## config.mk

```make
export PLATFORM = sky130hd
export DESIGN_NAME = eeprom_config_image_pme
export DESIGN_NICKNAME = d
export VERILOG_FILES = /design/src/pkg/cfg_image_pkg.sv /design/src/hdl/cfg_byte_mem.sv /design/src/hdl/eeprom_config_image_pme.sv
export SDC_FILE = /design/constraint.sdc
export NUM_CORES = 1
export LEC_CHECK = 0
export ABC_CLOCK_PERIOD_IN_PS = 5400
export BUFFER_PORTS_ARGS = -buffer_cell sky130_fd_sc_hd__buf_4
export CAP_MARGIN = 10
export CORE_UTILIZATION = 40
export CTS_BUF_LIST = sky130_fd_sc_hd__clkbuf_2 sky130_fd_sc_hd__clkbuf_4 sky130_fd_sc_hd__clkbuf_8
export DETAILED_ROUTE_END_ITERATION = 10
export PLACE_DENSITY_LB_ADDON = 0.25
export REMOVE_ABC_BUFFERS = 1
export SLEW_MARGIN = 20
export SYNTH_ARGS = -nofsm -noshare
export SYNTH_HDL_FRONTEND = slang
export SYNTH_SLANG_ARGS = --single-unit
```

## constraint.sdc

```tcl
create_clock -name sys_clk -period 5.4 [get_ports sys_clk]
set_input_delay 1.08 -clock sys_clk [delete_from_list [all_inputs] [get_ports sys_clk]]
set_output_delay 1.08 -clock sys_clk [all_outputs]
set_load 0.005 [all_outputs]
```

## src/pkg/cfg_image_pkg.sv

```systemverilog
// Constants for the configuration image loader and wake request logic
package cfg_image_pkg;
	// Core clock
	localparam int CLK_PERIOD_NS = 8;
	// Wake pulse durations, in ns
	localparam int PULSE_SHORT_NS = 1500000;
	localparam int PULSE_LONG_NS = 150000000;
	localparam int PULSE_SHORT_CYC = PULSE_SHORT_NS / CLK_PERIOD_NS;
	localparam int PULSE_LONG_CYC = PULSE_LONG_NS / CLK_PERIOD_NS;
	// Image byte offsets
	localparam logic [7:0] PME_FLAGS_OFS = 8'h09;
	localparam logic [7:0] PTR_FIRST_OFS = 8'h30;
	localparam int PTR_COUNT = 24;
	localparam logic [7:0] BOS_PTR_OFS = 8'h30;
	localparam logic [7:0] SS_DEV_LEN_OFS = 8'h31;
	localparam logic [7:0] SS_CFG_LEN_OFS = 8'h33;
	localparam logic [7:0] HS_DEV_LEN_OFS = 8'h35;
	localparam logic [7:0] HS_CFG_LEN_OFS = 8'h37;
	localparam logic [7:0] FS_DEV_LEN_OFS = 8'h39;
	localparam logic [7:0] FS_CFG_LEN_OFS = 8'h3b;
	localparam logic [7:0] WF_LEN_OFS = 8'h3d;
	localparam logic [7:0] LTM_LEN_OFS = 8'h3f;
	localparam logic [7:0] TB_LEN_OFS = 8'h41;
	localparam logic [7:0] SW_LEN_OFS = 8'h46;
	// Pointer table indices of the fetched blocks (length, then offset)
	localparam int WF_LEN_IDX = 8'h3d - 8'h30;
	localparam int LTM_LEN_IDX = 8'h3f - 8'h30;
	localparam int TB_LEN_IDX = 8'h41 - 8'h30;
	// Block lengths in bytes and placement in the block store
	localparam logic [7:0] WF_LEN = 8'h14;
	localparam logic [7:0] LTM_LEN = 8'h18;
	localparam logic [7:0] TB_LEN = 8'h04;
	localparam logic [5:0] WF_BASE = 6'h00;
	localparam logic [5:0] WF_MASK_BASE = 6'h04;
	localparam logic [5:0] LTM_BASE = 6'h14;
	localparam logic [5:0] TB_BASE = 6'h2c;
	localparam int STORE_DEPTH = 48;
	localparam int BLK_COUNT = 3;
	// PME flag byte fields
	localparam int PME_EN_BIT = 7;
	localparam int PME_PULSE_BIT = 6;
	localparam int PME_LONG_BIT = 5;
	localparam int PME_POL_BIT = 4;
	localparam int PME_PP_BIT = 3;
	localparam logic [7:0] PME_FLAGS_RST = 8'h00;
	// Register map, byte addresses
	localparam logic [11:0] STATUS_ADDR = 12'h000;
	localparam logic [11:0] FLAGS_ADDR = 12'h004;
	localparam logic [11:0] CTRL_ADDR = 12'h008;
	localparam logic [3:0] PTR_PAGE = 4'h1;
	localparam logic [3:0] STORE_PAGE = 4'h2;
	// Status and control fields
	localparam int ST_DONE_BIT = 0;
	localparam int ST_ERR_BIT = 1;
	localparam int ST_WAKE_BIT = 2;
	localparam int ST_PRES_LSB = 4;
	localparam int CTRL_CLR_BIT = 0;
	localparam int CTRL_RELOAD_BIT = 1;
endpackage

```

## src/hdl/cfg_byte_mem.sv

```systemverilog
// Block store for fetched image bytes, registered read port
`timescale 1ns/1ps
`default_nettype none
module cfg_byte_mem #(
	parameter int DW = 8,
	parameter int DEPTH = 48,
	parameter int AW = 6
) (
	input wire logic sys_clk,
	input wire logic we,
	input wire logic [AW-1:0] waddr,
	input wire logic [DW-1:0] wdata,
	input wire logic [AW-1:0] raddr,
	output logic [DW-1:0] rdata
);
	logic [DW-1:0] mem [0:DEPTH-1];
	logic [DW-1:0] rdata_reg;

	// No reset on the array; absent blocks are masked by the reader
	always_ff @(posedge sys_clk) begin
		if (we) begin
			mem[waddr] <= wdata;
		end
		rdata_reg <= mem[raddr];
	end
	assign rdata = rdata_reg;
endmodule
`default_nettype wire

```

## src/hdl/eeprom_config_image_pme.sv

```systemverilog
// Configuration image loader with wake request pin control
`timescale 1ns/1ps
`default_nettype none
// Overview of operation
// - Filter bytes: four config, sixteen mask
// - BOS block is served as one block
// - Descriptor length and offset from paired entries
// - Software descriptor length 46h, offset 47h
// - Enable bit gates wake pin and other bits
// - Bit 6 picks level or pulse
// - Bit 5 picks 1.5 ms or 150 ms
// - Pulse timed from first event, never restarted
// - Bit 4 sets active polarity
// - Bit 3 picks open drain or push-pull
// - Offset entries count 16-bit words
// - Zero length means absent, use defaults
module eeprom_config_image_pme #(
	parameter int EE_AW = 10,
	parameter int PULSE_SHORT_CYC = cfg_image_pkg::PULSE_SHORT_CYC,
	parameter int PULSE_LONG_CYC = cfg_image_pkg::PULSE_LONG_CYC
) (
	input wire logic sys_clk,
	input wire logic rst_n,
	input wire logic [11:0] avs_address,
	input wire logic avs_read,
	input wire logic avs_write,
	input wire logic [31:0] avs_writedata,
	input wire logic [3:0] avs_byteenable,
	output logic [31:0] avs_readdata,
	output logic avs_waitrequest,
	output logic ee_rd_req,
	output logic [EE_AW-1:0] ee_addr,
	input wire logic [7:0] ee_rd_data,
	input wire logic ee_rd_valid,
	input wire logic gpio_wake_event,
	input wire logic packet_event,
	input wire logic wake_frame_filter_match,
	input wire logic exact_destination_match,
	input wire logic link_change_event,
	output logic wake_request_pin_o,
	output logic wake_request_pin_oe,
	output logic config_done
);
	localparam int CW = $clog2(PULSE_LONG_CYC + 1);
	localparam logic [1:0] PH_FLAGS = 2'd0;
	localparam logic [1:0] PH_PTR = 2'd1;
	localparam logic [1:0] PH_BLK = 2'd2;

	typedef enum logic [2:0] {
		L_IDLE = 3'b000,
		L_REQ = 3'b001,
		L_WAIT = 3'b010,
		L_NEXT = 3'b011,
		L_SEL = 3'b100,
		L_DONE = 3'b101
	} load_st_t;
	typedef enum logic [1:0] {
		B_IDLE = 2'b00,
		B_DEC = 2'b01,
		B_ACK = 2'b10
	} bus_st_t;

	load_st_t ld_reg, ld_next;
	logic [1:0] phase_reg, phase_next;
	logic [5:0] idx_reg, idx_next;
	logic [1:0] blk_reg, blk_next;
	logic [7:0] ptr_reg [0:23];
	logic [7:0] ptr_next [0:23];
	logic [7:0] flags_reg, flags_next;
	logic [2:0] pres_reg, pres_next;
	logic err_reg, err_next;
	logic done_reg, done_next;
	logic ee_req_reg, ee_req_next;
	logic [EE_AW-1:0] ee_addr_reg, ee_addr_next;
	logic [7:0] b_len, b_ptr, b_exp;
	logic [5:0] b_base;
	logic mem_we;
	logic [5:0] mem_waddr, mem_raddr;
	logic [7:0] mem_rdata;
	bus_st_t bus_reg, bus_next;
	logic [31:0] rd_reg, rd_next;
	logic wait_reg, wait_next;
	logic sw_clear, sw_reload;
	logic lvl_reg, lvl_next;
	logic [CW-1:0] cnt_reg, cnt_next;
	logic pin_o_reg, pin_o_next, pin_oe_reg, pin_oe_next;
	logic ev, wake_active, pin_level;

	// Per-block length entry, word pointer, expected length and store base
	always_comb begin
		b_len = 8'h00;
		b_ptr = 8'h00;
		b_exp = 8'h00;
		b_base = 6'h00;
		case (blk_reg)
			2'd0: begin
				b_len = ptr_reg[cfg_image_pkg::WF_LEN_IDX];
				b_ptr = ptr_reg[cfg_image_pkg::WF_LEN_IDX + 1];
				b_exp = cfg_image_pkg::WF_LEN;
				b_base = cfg_image_pkg::WF_BASE;
			end
			2'd1: begin
				b_len = ptr_reg[cfg_image_pkg::LTM_LEN_IDX];
				b_ptr = ptr_reg[cfg_image_pkg::LTM_LEN_IDX + 1];
				b_exp = cfg_image_pkg::LTM_LEN;
				b_base = cfg_image_pkg::LTM_BASE;
			end
			2'd2: begin
				b_len = ptr_reg[cfg_image_pkg::TB_LEN_IDX];
				b_ptr = ptr_reg[cfg_image_pkg::TB_LEN_IDX + 1];
				b_exp = cfg_image_pkg::TB_LEN;
				b_base = cfg_image_pkg::TB_BASE;
			end
			default: begin
				b_len = 8'h00;
			end
		endcase
	end

	// Loader: flag byte, then pointer table 30h-47h, then the blocks
	always_comb begin
		ld_next = ld_reg;
		phase_next = phase_reg;
		idx_next = idx_reg;
		blk_next = blk_reg;
		ptr_next = ptr_reg;
		flags_next = flags_reg;
		pres_next = pres_reg;
		err_next = err_reg;
		done_next = done_reg;
		ee_req_next = 1'b0;
		ee_addr_next = ee_addr_reg;
		mem_we = 1'b0;
		mem_waddr = b_base + idx_reg;
		case (ld_reg)
			L_IDLE: begin
				phase_next = PH_FLAGS;
				idx_next = 6'h00;
				blk_next = 2'd0;
				pres_next = 3'b000;
				err_next = 1'b0;
				done_next = 1'b0;
				ld_next = L_REQ;
			end
			L_REQ: begin
				ee_req_next = 1'b1;
				case (phase_reg)
					PH_FLAGS: ee_addr_next = EE_AW'(cfg_image_pkg::PME_FLAGS_OFS);
					PH_PTR: ee_addr_next = EE_AW'(cfg_image_pkg::PTR_FIRST_OFS)
						+ EE_AW'(idx_reg);
					default: ee_addr_next = EE_AW'({b_ptr, 1'b0})
						+ EE_AW'(idx_reg);
				endcase
				ld_next = L_WAIT;
			end
			L_WAIT: begin
				if (ee_rd_valid) begin
					case (phase_reg)
						PH_FLAGS: flags_next = ee_rd_data;
						PH_PTR: ptr_next[idx_reg[4:0]] = ee_rd_data;
						default: mem_we = 1'b1;
					endcase
					ld_next = L_NEXT;
				end
			end
			L_NEXT: begin
				ld_next = L_REQ;
				idx_next = idx_reg + 6'h01;
				if (phase_reg == PH_FLAGS) begin
					phase_next = PH_PTR;
					idx_next = 6'h00;
				end else if (phase_reg == PH_PTR) begin
					if (idx_reg == 6'(cfg_image_pkg::PTR_COUNT - 1)) begin
						phase_next = PH_BLK;
						ld_next = L_SEL;
					end
				end else if ({2'b00, idx_reg} == b_exp - 8'h01) begin
					blk_next = blk_reg + 2'd1;
					ld_next = L_SEL;
				end
			end
			L_SEL: begin
				idx_next = 6'h00;
				if (blk_reg == 2'(cfg_image_pkg::BLK_COUNT)) begin
					ld_next = L_DONE;
				end else if (b_len == b_exp) begin
					pres_next[blk_reg] = 1'b1;
					ld_next = L_REQ;
				end else begin
					// Absent or malformed: keep hardware defaults
					err_next = err_reg | (b_len != 8'h00);
					blk_next = blk_reg + 2'd1;
				end
			end
			L_DONE: begin
				done_next = 1'b1;
				if (sw_reload) begin
					ld_next = L_IDLE;
				end
			end
			default: ld_next = L_IDLE;
		endcase
	end

	always_ff @(posedge sys_clk or negedge rst_n) begin
		if (!rst_n) begin
			ld_reg <= L_IDLE;
			phase_reg <= PH_FLAGS;
			idx_reg <= 6'h00;
			blk_reg <= 2'd0;
			ptr_reg <= '{default: 8'h00};
			flags_reg <= cfg_image_pkg::PME_FLAGS_RST;
			pres_reg <= 3'b000;
			err_reg <= 1'b0;
			done_reg <= 1'b0;
			ee_req_reg <= 1'b0;
			ee_addr_reg <= '0;
		end else begin
			ld_reg <= ld_next;
			phase_reg <= phase_next;
			idx_reg <= idx_next;
			blk_reg <= blk_next;
			ptr_reg <= ptr_next;
			flags_reg <= flags_next;
			pres_reg <= pres_next;
			err_reg <= err_next;
			done_reg <= done_next;
			ee_req_reg <= ee_req_next;
			ee_addr_reg <= ee_addr_next;
		end
	end

	cfg_byte_mem #(
		.DW(8),
		.DEPTH(cfg_image_pkg::STORE_DEPTH),
		.AW(6)
	) u_store (
		.sys_clk(sys_clk),
		.we(mem_we),
		.waddr(mem_waddr),
		.wdata(ee_rd_data),
		.raddr(mem_raddr),
		.rdata(mem_rdata)
	);

	// Store index straight from the bus; the memory is read one cycle early
	assign mem_raddr = avs_address[7:2];

	// Bus slave: decode one cycle after the request, answer the next
	always_comb begin
		bus_next = bus_reg;
		rd_next = rd_reg;
		wait_next = 1'b1;
		sw_clear = 1'b0;
		sw_reload = 1'b0;
		case (bus_reg)
			B_IDLE: begin
				if (avs_read || avs_write) begin
					bus_next = B_DEC;
				end
			end
			B_DEC: begin
				rd_next = 32'h0000_0000;
				if (avs_write && avs_address == cfg_image_pkg::CTRL_ADDR
				    && avs_byteenable[0]) begin
					sw_clear = avs_writedata[cfg_image_pkg::CTRL_CLR_BIT];
					sw_reload = avs_writedata[cfg_image_pkg::CTRL_RELOAD_BIT];
				end
				if (avs_read) begin
					if (avs_address == cfg_image_pkg::STATUS_ADDR) begin
						rd_next[cfg_image_pkg::ST_DONE_BIT] = done_reg;
						rd_next[cfg_image_pkg::ST_ERR_BIT] = err_reg;
						rd_next[cfg_image_pkg::ST_WAKE_BIT] = wake_active;
						rd_next[cfg_image_pkg::ST_PRES_LSB +: 3] = pres_reg;
					end else if (avs_address == cfg_image_pkg::FLAGS_ADDR) begin
						rd_next[7:0] = flags_reg;
					end else if (avs_address[11:8] == cfg_image_pkg::PTR_PAGE
					    && avs_address[7:2] < 6'(cfg_image_pkg::PTR_COUNT)) begin
						// BOS and descriptor entries served as stored
						rd_next[7:0] = ptr_reg[avs_address[6:2]];
					end else if (avs_address[11:8] == cfg_image_pkg::STORE_PAGE
					    && avs_address[7:2] < 6'(cfg_image_pkg::STORE_DEPTH)) begin
						// Absent block reads its default of zero
						if ((mem_raddr < cfg_image_pkg::LTM_BASE && pres_reg[0])
						    || (mem_raddr >= cfg_image_pkg::LTM_BASE
						    && mem_raddr < cfg_image_pkg::TB_BASE && pres_reg[1])
						    || (mem_raddr >= cfg_image_pkg::TB_BASE
						    && pres_reg[2])) begin
							rd_next[7:0] = mem_rdata;
						end
					end
				end
				wait_next = 1'b0;
				bus_next = B_ACK;
			end
			B_ACK: bus_next = B_IDLE;
			default: bus_next = B_IDLE;
		endcase
	end

	always_ff @(posedge sys_clk or negedge rst_n) begin
		if (!rst_n) begin
			bus_reg <= B_IDLE;
			rd_reg <= 32'h0000_0000;
			wait_reg <= 1'b1;
		end else begin
			bus_reg <= bus_next;
			rd_reg <= rd_next;
			wait_reg <= wait_next;
		end
	end

	// Wake events count only once the image is in and the enable is set
	assign ev = (gpio_wake_event | packet_event | wake_frame_filter_match
		| exact_destination_match | link_change_event)
		& flags_reg[cfg_image_pkg::PME_EN_BIT] & done_reg;
	assign wake_active = flags_reg[cfg_image_pkg::PME_EN_BIT]
		& (flags_reg[cfg_image_pkg::PME_PULSE_BIT] ? (cnt_reg != '0)
		: lvl_reg);
	assign pin_level = wake_active ? flags_reg[cfg_image_pkg::PME_POL_BIT]
		: ~flags_reg[cfg_image_pkg::PME_POL_BIT];

	// Level latch and pulse timer; a new event never reloads the timer
	always_comb begin
		lvl_next = lvl_reg;
		cnt_next = cnt_reg;
		if (ev && !flags_reg[cfg_image_pkg::PME_PULSE_BIT]) begin
			lvl_next = 1'b1; // Set wins over a clear in the same cycle
		end else if (sw_clear || sw_reload) begin
			lvl_next = 1'b0;
		end
		if (sw_reload) begin
			cnt_next = '0;
		end else if (cnt_reg != '0) begin
			cnt_next = cnt_reg - CW'(1);
		end else if (ev && flags_reg[cfg_image_pkg::PME_PULSE_BIT]) begin
			cnt_next = flags_reg[cfg_image_pkg::PME_LONG_BIT]
				? CW'(PULSE_LONG_CYC) : CW'(PULSE_SHORT_CYC);
		end
		// Pin stays undriven until the image is loaded and enabled
		pin_o_next = 1'b0;
		pin_oe_next = 1'b0;
		if (done_reg && flags_reg[cfg_image_pkg::PME_EN_BIT]) begin
			if (flags_reg[cfg_image_pkg::PME_PP_BIT]) begin
				pin_o_next = pin_level;
				pin_oe_next = 1'b1;
			end else begin
				pin_oe_next = ~pin_level; // Open drain only pulls low
			end
		end
	end

	always_ff @(posedge sys_clk or negedge rst_n) begin
		if (!rst_n) begin
			lvl_reg <= 1'b0;
			cnt_reg <= '0;
			pin_o_reg <= 1'b0;
			pin_oe_reg <= 1'b0;
		end else begin
			lvl_reg <= lvl_next;
			cnt_reg <= cnt_next;
			pin_o_reg <= pin_o_next;
			pin_oe_reg <= pin_oe_next;
		end
	end

	assign avs_readdata = rd_reg;
	assign avs_waitrequest = wait_reg;
	assign ee_rd_req = ee_req_reg;
	assign ee_addr = ee_addr_reg;
	assign wake_request_pin_o = pin_o_reg;
	assign wake_request_pin_oe = pin_oe_reg;
	assign config_done = done_reg;
endmodule
`default_nettype wire

```

Word level (Yosys, flattened, before mapping). Memory sizes are Yosys's and may differ from the RTL's. A register that Yosys moved wholly into a read port is not among the register bits. Index checks and enable logic that the tools add are counted.

Bitwise logic cells: 13. Multiplexer cells: 75. Magnitude comparators: 11. $add $sub $neg: 7. Eq/ne operators: 29. Reductions and logical operators: 41.

Operator list (count): $bwmux W192 (1); $mux W25 (4); $mux W8 (8); $pmux W8 S3 (2); $bmux W8 S5 (1); $demux W8 S5 (1); $mux W3 (12); $reduce_bool A25 Y1 (1); $sub A25 B1 Y25 const B (1); $mux W1 (24); $pmux W6 S2 (2); $pmux W10 S2 (1); $ge A6 B6 Y1 const B (3); $mux W2 (9); $ne A2 B2 Y1 const B (9); $pmux W3 S6 (1); $reduce_and A3 Y1 (6); $pmux W5 S3 (1); $logic_and A1 B1 Y1 (13); $eq A12 B3 Y1 const B (1); $eq A12 B4 Y1 const B (1); $logic_not A12 Y1 (1); $lt A6 B5 Y1 const B (2); $lt A6 B6 Y1 const B (2); other kinds (41) (69).

RAM bits: 384. Bits in registers: 268. Memories kept: 1. Output and inout port bits: 47. Input port bits: 66.

Memories: u_store.mem (depth 48, width 8, read ports 1, clocked after Yosys merged registers in 1, write ports 1, line cfg_byte_mem.sv:16) `logic [DW-1:0] mem [0:DEPTH-1];`.

Depth between registers and ports, before layout.
Depth after elaboration: 11. Depth in mapped cells: 14. Gate-level depth less buffers: 12.

Modules after synthesis. From an unflattened synthesis, not the netlist that was laid out.

Cells, all modules: 1903. Area, all modules: 29010.3 µm².

Modules (own cells, without submodules): cfg_byte_mem (area an instance 15351.0 µm², instances 1, cells an instance 793); eeprom_config_image_pme (area an instance 13659.4 µm², instances 1, cells an instance 1110).

Worst setup path before layout. No wires, ideal clock.

Path type: input to register. From: in avs_address[2]. To: reg u_store.rdata_reg[0] (netlist: u_store.rdata[0]) (read register of u_store.mem). Stages on the path: 7. Library setup time: 129 ps. Data required time: 5271 ps. Buffers on the path: 3. Arrival time: 3122 ps. Setup slack: 2149 ps. Path through: buf_2 -> clkbuf_1 -> buf_2 -> mux4_2 -> mux4_2 -> nand2_1 -> o21ai_0.

RTL lines: start, declared (line eeprom_config_image_pme.sv:24) `input wire logic [11:0] avs_address,`; end, declared (line cfg_byte_mem.sv:17) `logic [DW-1:0] rdata_reg;`.

Worst setup path in the final report.
From: reg blk_reg[0]. To: mem u_store.mem[4][6], enable pin.

Cells in the longest elaborated chain, start to end: 3.

RTL lines: start, declared (line eeprom_config_image_pme.sv:66) `logic [1:0] blk_reg, blk_next;`; start signal, assigned (line eeprom_config_image_pme.sv:222) `blk_reg <= blk_next;`; $eq A2 B2 Y1 or $eq A2 B1 Y1 (tied branches) (line eeprom_config_image_pme.sv:95) `case (blk_reg)`; $pmux W6 S2 * (line eeprom_config_image_pme.sv:95); $add A6 B6 Y6 * (line eeprom_config_image_pme.sv:134) `mem_waddr = b_base + idx_reg;`; end, declared (line cfg_byte_mem.sv:16).

Mark *: on every way between the ends. The rest lies on a longest branch, timed or not.

==> impl_metrics.tcl <==
set metrics [dict create \
    setup_viol 0 \
    rsz0062_at_grt "false" \
    largest_reg_flops 384 \
    hold_viol_final 0 \
    cap_violations 0 \
    slew_headroom_pct 28.18 \
    tightest_slew_ns 1.067 \
    syn_area_um2 28520 \
    cp_max_fo 9 \
    crit_arrival_ns 4.16 \
    synth_mux_area_share_pct 21.50 \
    worst_path_most_repeated_cell "ha_1" \
    ys_warn_count 0 \
    yosys-top-cells-count "edfxtp_1 (384), dfrtp_1 (267), mux2_2 (200)" \
    path_cells "inv_1 > ha_1 > ha_1 > fa_1 > xnor2_1 > nor2b_1 > nand2b_1 > nor2_1" \
    clockBufferDepth 3 \
    cp_slowest_stage_delay_ns 0.74 \
    p_leak_nw 12.39 \
    synthArstFlopShare_pct 40.61 \
    viasPerCell 5.587 \
    hold_path.class "register to register" \
    setup_tns_ns 0 \
    ys_seq_area_share_pct 64.50 \
    synth_xor_area_share_pct 1.013 \
    crit_path_end_kind "register" \
    rows 97 \
    powerDensity_nw_per_um2 362.0 \
    p_sw_mw 3.021 \
    grt_pass1_vias 16620 \
    path_clk_slew_ns 0.06 \
    layout-drive-gt1-share_pct 32.61 \
    ys_top_cells_by_area "edfxtp_1 (40%), dfrtp_1 (23%), mux4_2 (13%)" \
    r2r_slack_ns 1.59 \
    p_int_mw 8.609 \
    drc 0 \
    synth-seq-cells 660 \
    htreeDepth 3 \
    initial_core_util_pct 40.59 \
    core_um2 70270 \
    worstSetupPathType "register to register" \
    clockPowerShare_pct 39.2 \
    synth_compound_gate_area_share_pct 4.290 \
    numPortBuffers 55 \
    cts_tree "built" \
    irDropWorstVdd_mv 0.2709 \
    firstDrtPassIters 6 \
    finalWeightedCongestion 0.8429 \
    slew_violations 0 \
    area_growth_pct 12.64 \
    clock.fmax_mhz 262.1 \
    fp.dieH_um 269.0 \
    grt_pass1_wl_um 105600 \
    synth_most_common_cell "edfxtp_1" \
    fin_crit_ns 3.815 \
    fin_crit_sh_pct 70.65 \
    vias 16020 \
    synth_simple_gate_area_share_pct 5.426 \
    ant_nets 0 \
    grt-ovfl-total 0 \
    first_iter_violations 1314 \
    post_cts_resized 0 \
    die_width_um 269.0 \
    yosysTopAreaCellShare_pct 40.42 \
    cts_buffers 108 \
    yosysUniqueCellTypes 66 \
    regToRegStartpoint "blk_reg[0]" \
    hpwl_um 43250 \
    synthAdderAreaFrac_pct 1.061 \
    root_buffer "clkbuf_8" \
    postSynthCellCount 1744 \
    cpMaxStageDelayCell "nor2_1" \
    swShare_pct 25.98 \
    routedWlPerCell_um 24.23 \
    finalNonFillerCells 2867 \
    grt_usage_pct 19.69 \
    dp.cells 2664 \
    synth_top_family_by_area "multiplexers" \
    crit_path_start "blk_reg[0]" \
    grt_max_degree 121 \
    fin_worst_skew_ns 0.06192 \
    yosysTopAreaCell "edfxtp_1" \
    synth_ff_type "edfxtp_1" \
    synth_edf_count 384 \
    clk_latency_ns 0.74 \
    worstSetupStartpointType "register" \
    power_frac_seq_pct 49.8 \
    hold_start "bus_reg[1]" \
    die_area_um2 72390 \
    finalNetCount 1923 \
    ios 113 \
    wl_um 69450 \
    cts_sinks 660 \
    postCtsSetupRepairBufs 0 \
    combPwrFrac_pct 11.0 \
    antenna_found_initial 1 \
    holdBufCountCts 0 \
    status "completed" \
    worstPathRequired_ns 5.74 \
    synth_area_per_cell_um2 16.36 \
]
[kinds of logic (layout without fill, tap and decap cells)]
group,count (synthesis),after routing
compound gates,179,179
xor+xnor,33,33
fa+ha+maj,23,23
buf+inv,135,294
flops,660,660
mux,384,384
other cells,1,25
simple gates,329,329
[final cells by class]
cell class                      instances  area, µm²
Timing Repair Buffer                   73      579.3
Fill cell                            6056      38140
Clock buffer                          160       2008
Antenna cell                            1      2.502
Tap cell                              940       1176
Clock inverter                         42      307.8
Sequential cell                       660      18400
Inverter                               19      71.32
Multi-Input combinational cell        972       9587
[per-stage QoR]
stage                     total power, mW  setup slack [ns]  area (µm²)  hold WS [ns]  util [%]
after floorplan                     6.594             2.325       28060        0.4028         -
after global placement              7.137             1.372       29810        0.4206     42.42
after detailed placement            7.179             1.389       29810        0.4163     42.42
after CTS                           11.76             1.547       32130        0.3906     45.72
after global routing                12.12             1.376       32130        0.4202     45.72
final                               11.63             1.585       32130        0.3957     45.72
[path summary, 6_finish.rpt]
| path | depth (start not counted) | end |
|---|---|---|
| max | 8 | u_store.mem[4][6] |
| min | 1 | bus_reg[0] |
| max reg2reg | 8 | u_store.mem[4][6] |
| min reg2reg | 1 | bus_reg[0] |
| max in group asynchronous | 2 | ptr_reg[121] |
| min in group asynchronous | 1 | ee_addr[7] |
[critical path, delay by kind of cell, from the launching register on]
kind,cells,cell delay (ns)
buffers and inverters,1,0.14
XOR/XNOR,1,0.50
flip-flops,1,0.53
adder cells (fa/ha/maj),3,0.97
AND/OR/NAND/NOR,3,1.31
[power by group through the flow]
stage	Clock, mW	Sequential, mW	Combinational (mW)
finish	4.56	5.80	1.28
CTS	4.67	5.80	1.29
global placement	0	5.88	1.25
floorplan	0	5.83	0.762
detailed placement	0	5.89	1.29
global route	4.88	5.83	1.41
[per-layer routing]
layer / GRT usage (%) / vias up / routed length, µm
li1: - / 6956 / -
met1: 27.02 / 8420 / 29720
met2: 31.69 / 521 / 33770
met3: 3.763 / 120 / 4287
met4: 6.235 / 0 / 1675
met5: 0 / - / 0
[layout by cell type (no fill, tap or decap), types with 4 or more instances in the layout]
cell	instances
xor2_1	15
nand2b_1	11
nor4_1	11
inv_1	18
nor3_1	15
mux2_2	200
a21oi_1	29
a22oi_1	17
ha_1	21
edfxtp_1	384
and3_1	4
clkinv_1	24
mux2i_1	21
o31ai_1	6
nor2b_1	10
xnor2_1	18
a31oi_1	4
buf_4	69
nor2_1	116
nand3_1	20
nor3b_1	4
a211oi_1	13
clkbuf_4	31
dfxtp_1	8
a21o_1	9
o22ai_1	11
and2_1	8
a222oi_1	11
mux4_2	163
o311ai_0	6
nand3b_1	6
clkinv_2	8
nand2_1	95
conb_1	24
a22o_1	4
nand4_1	7
or4_1	9
o21ai_0	44
dfrtp_1	267
clkbuf_8	129
Note: power is estimated with default switching activity, not from simulation.
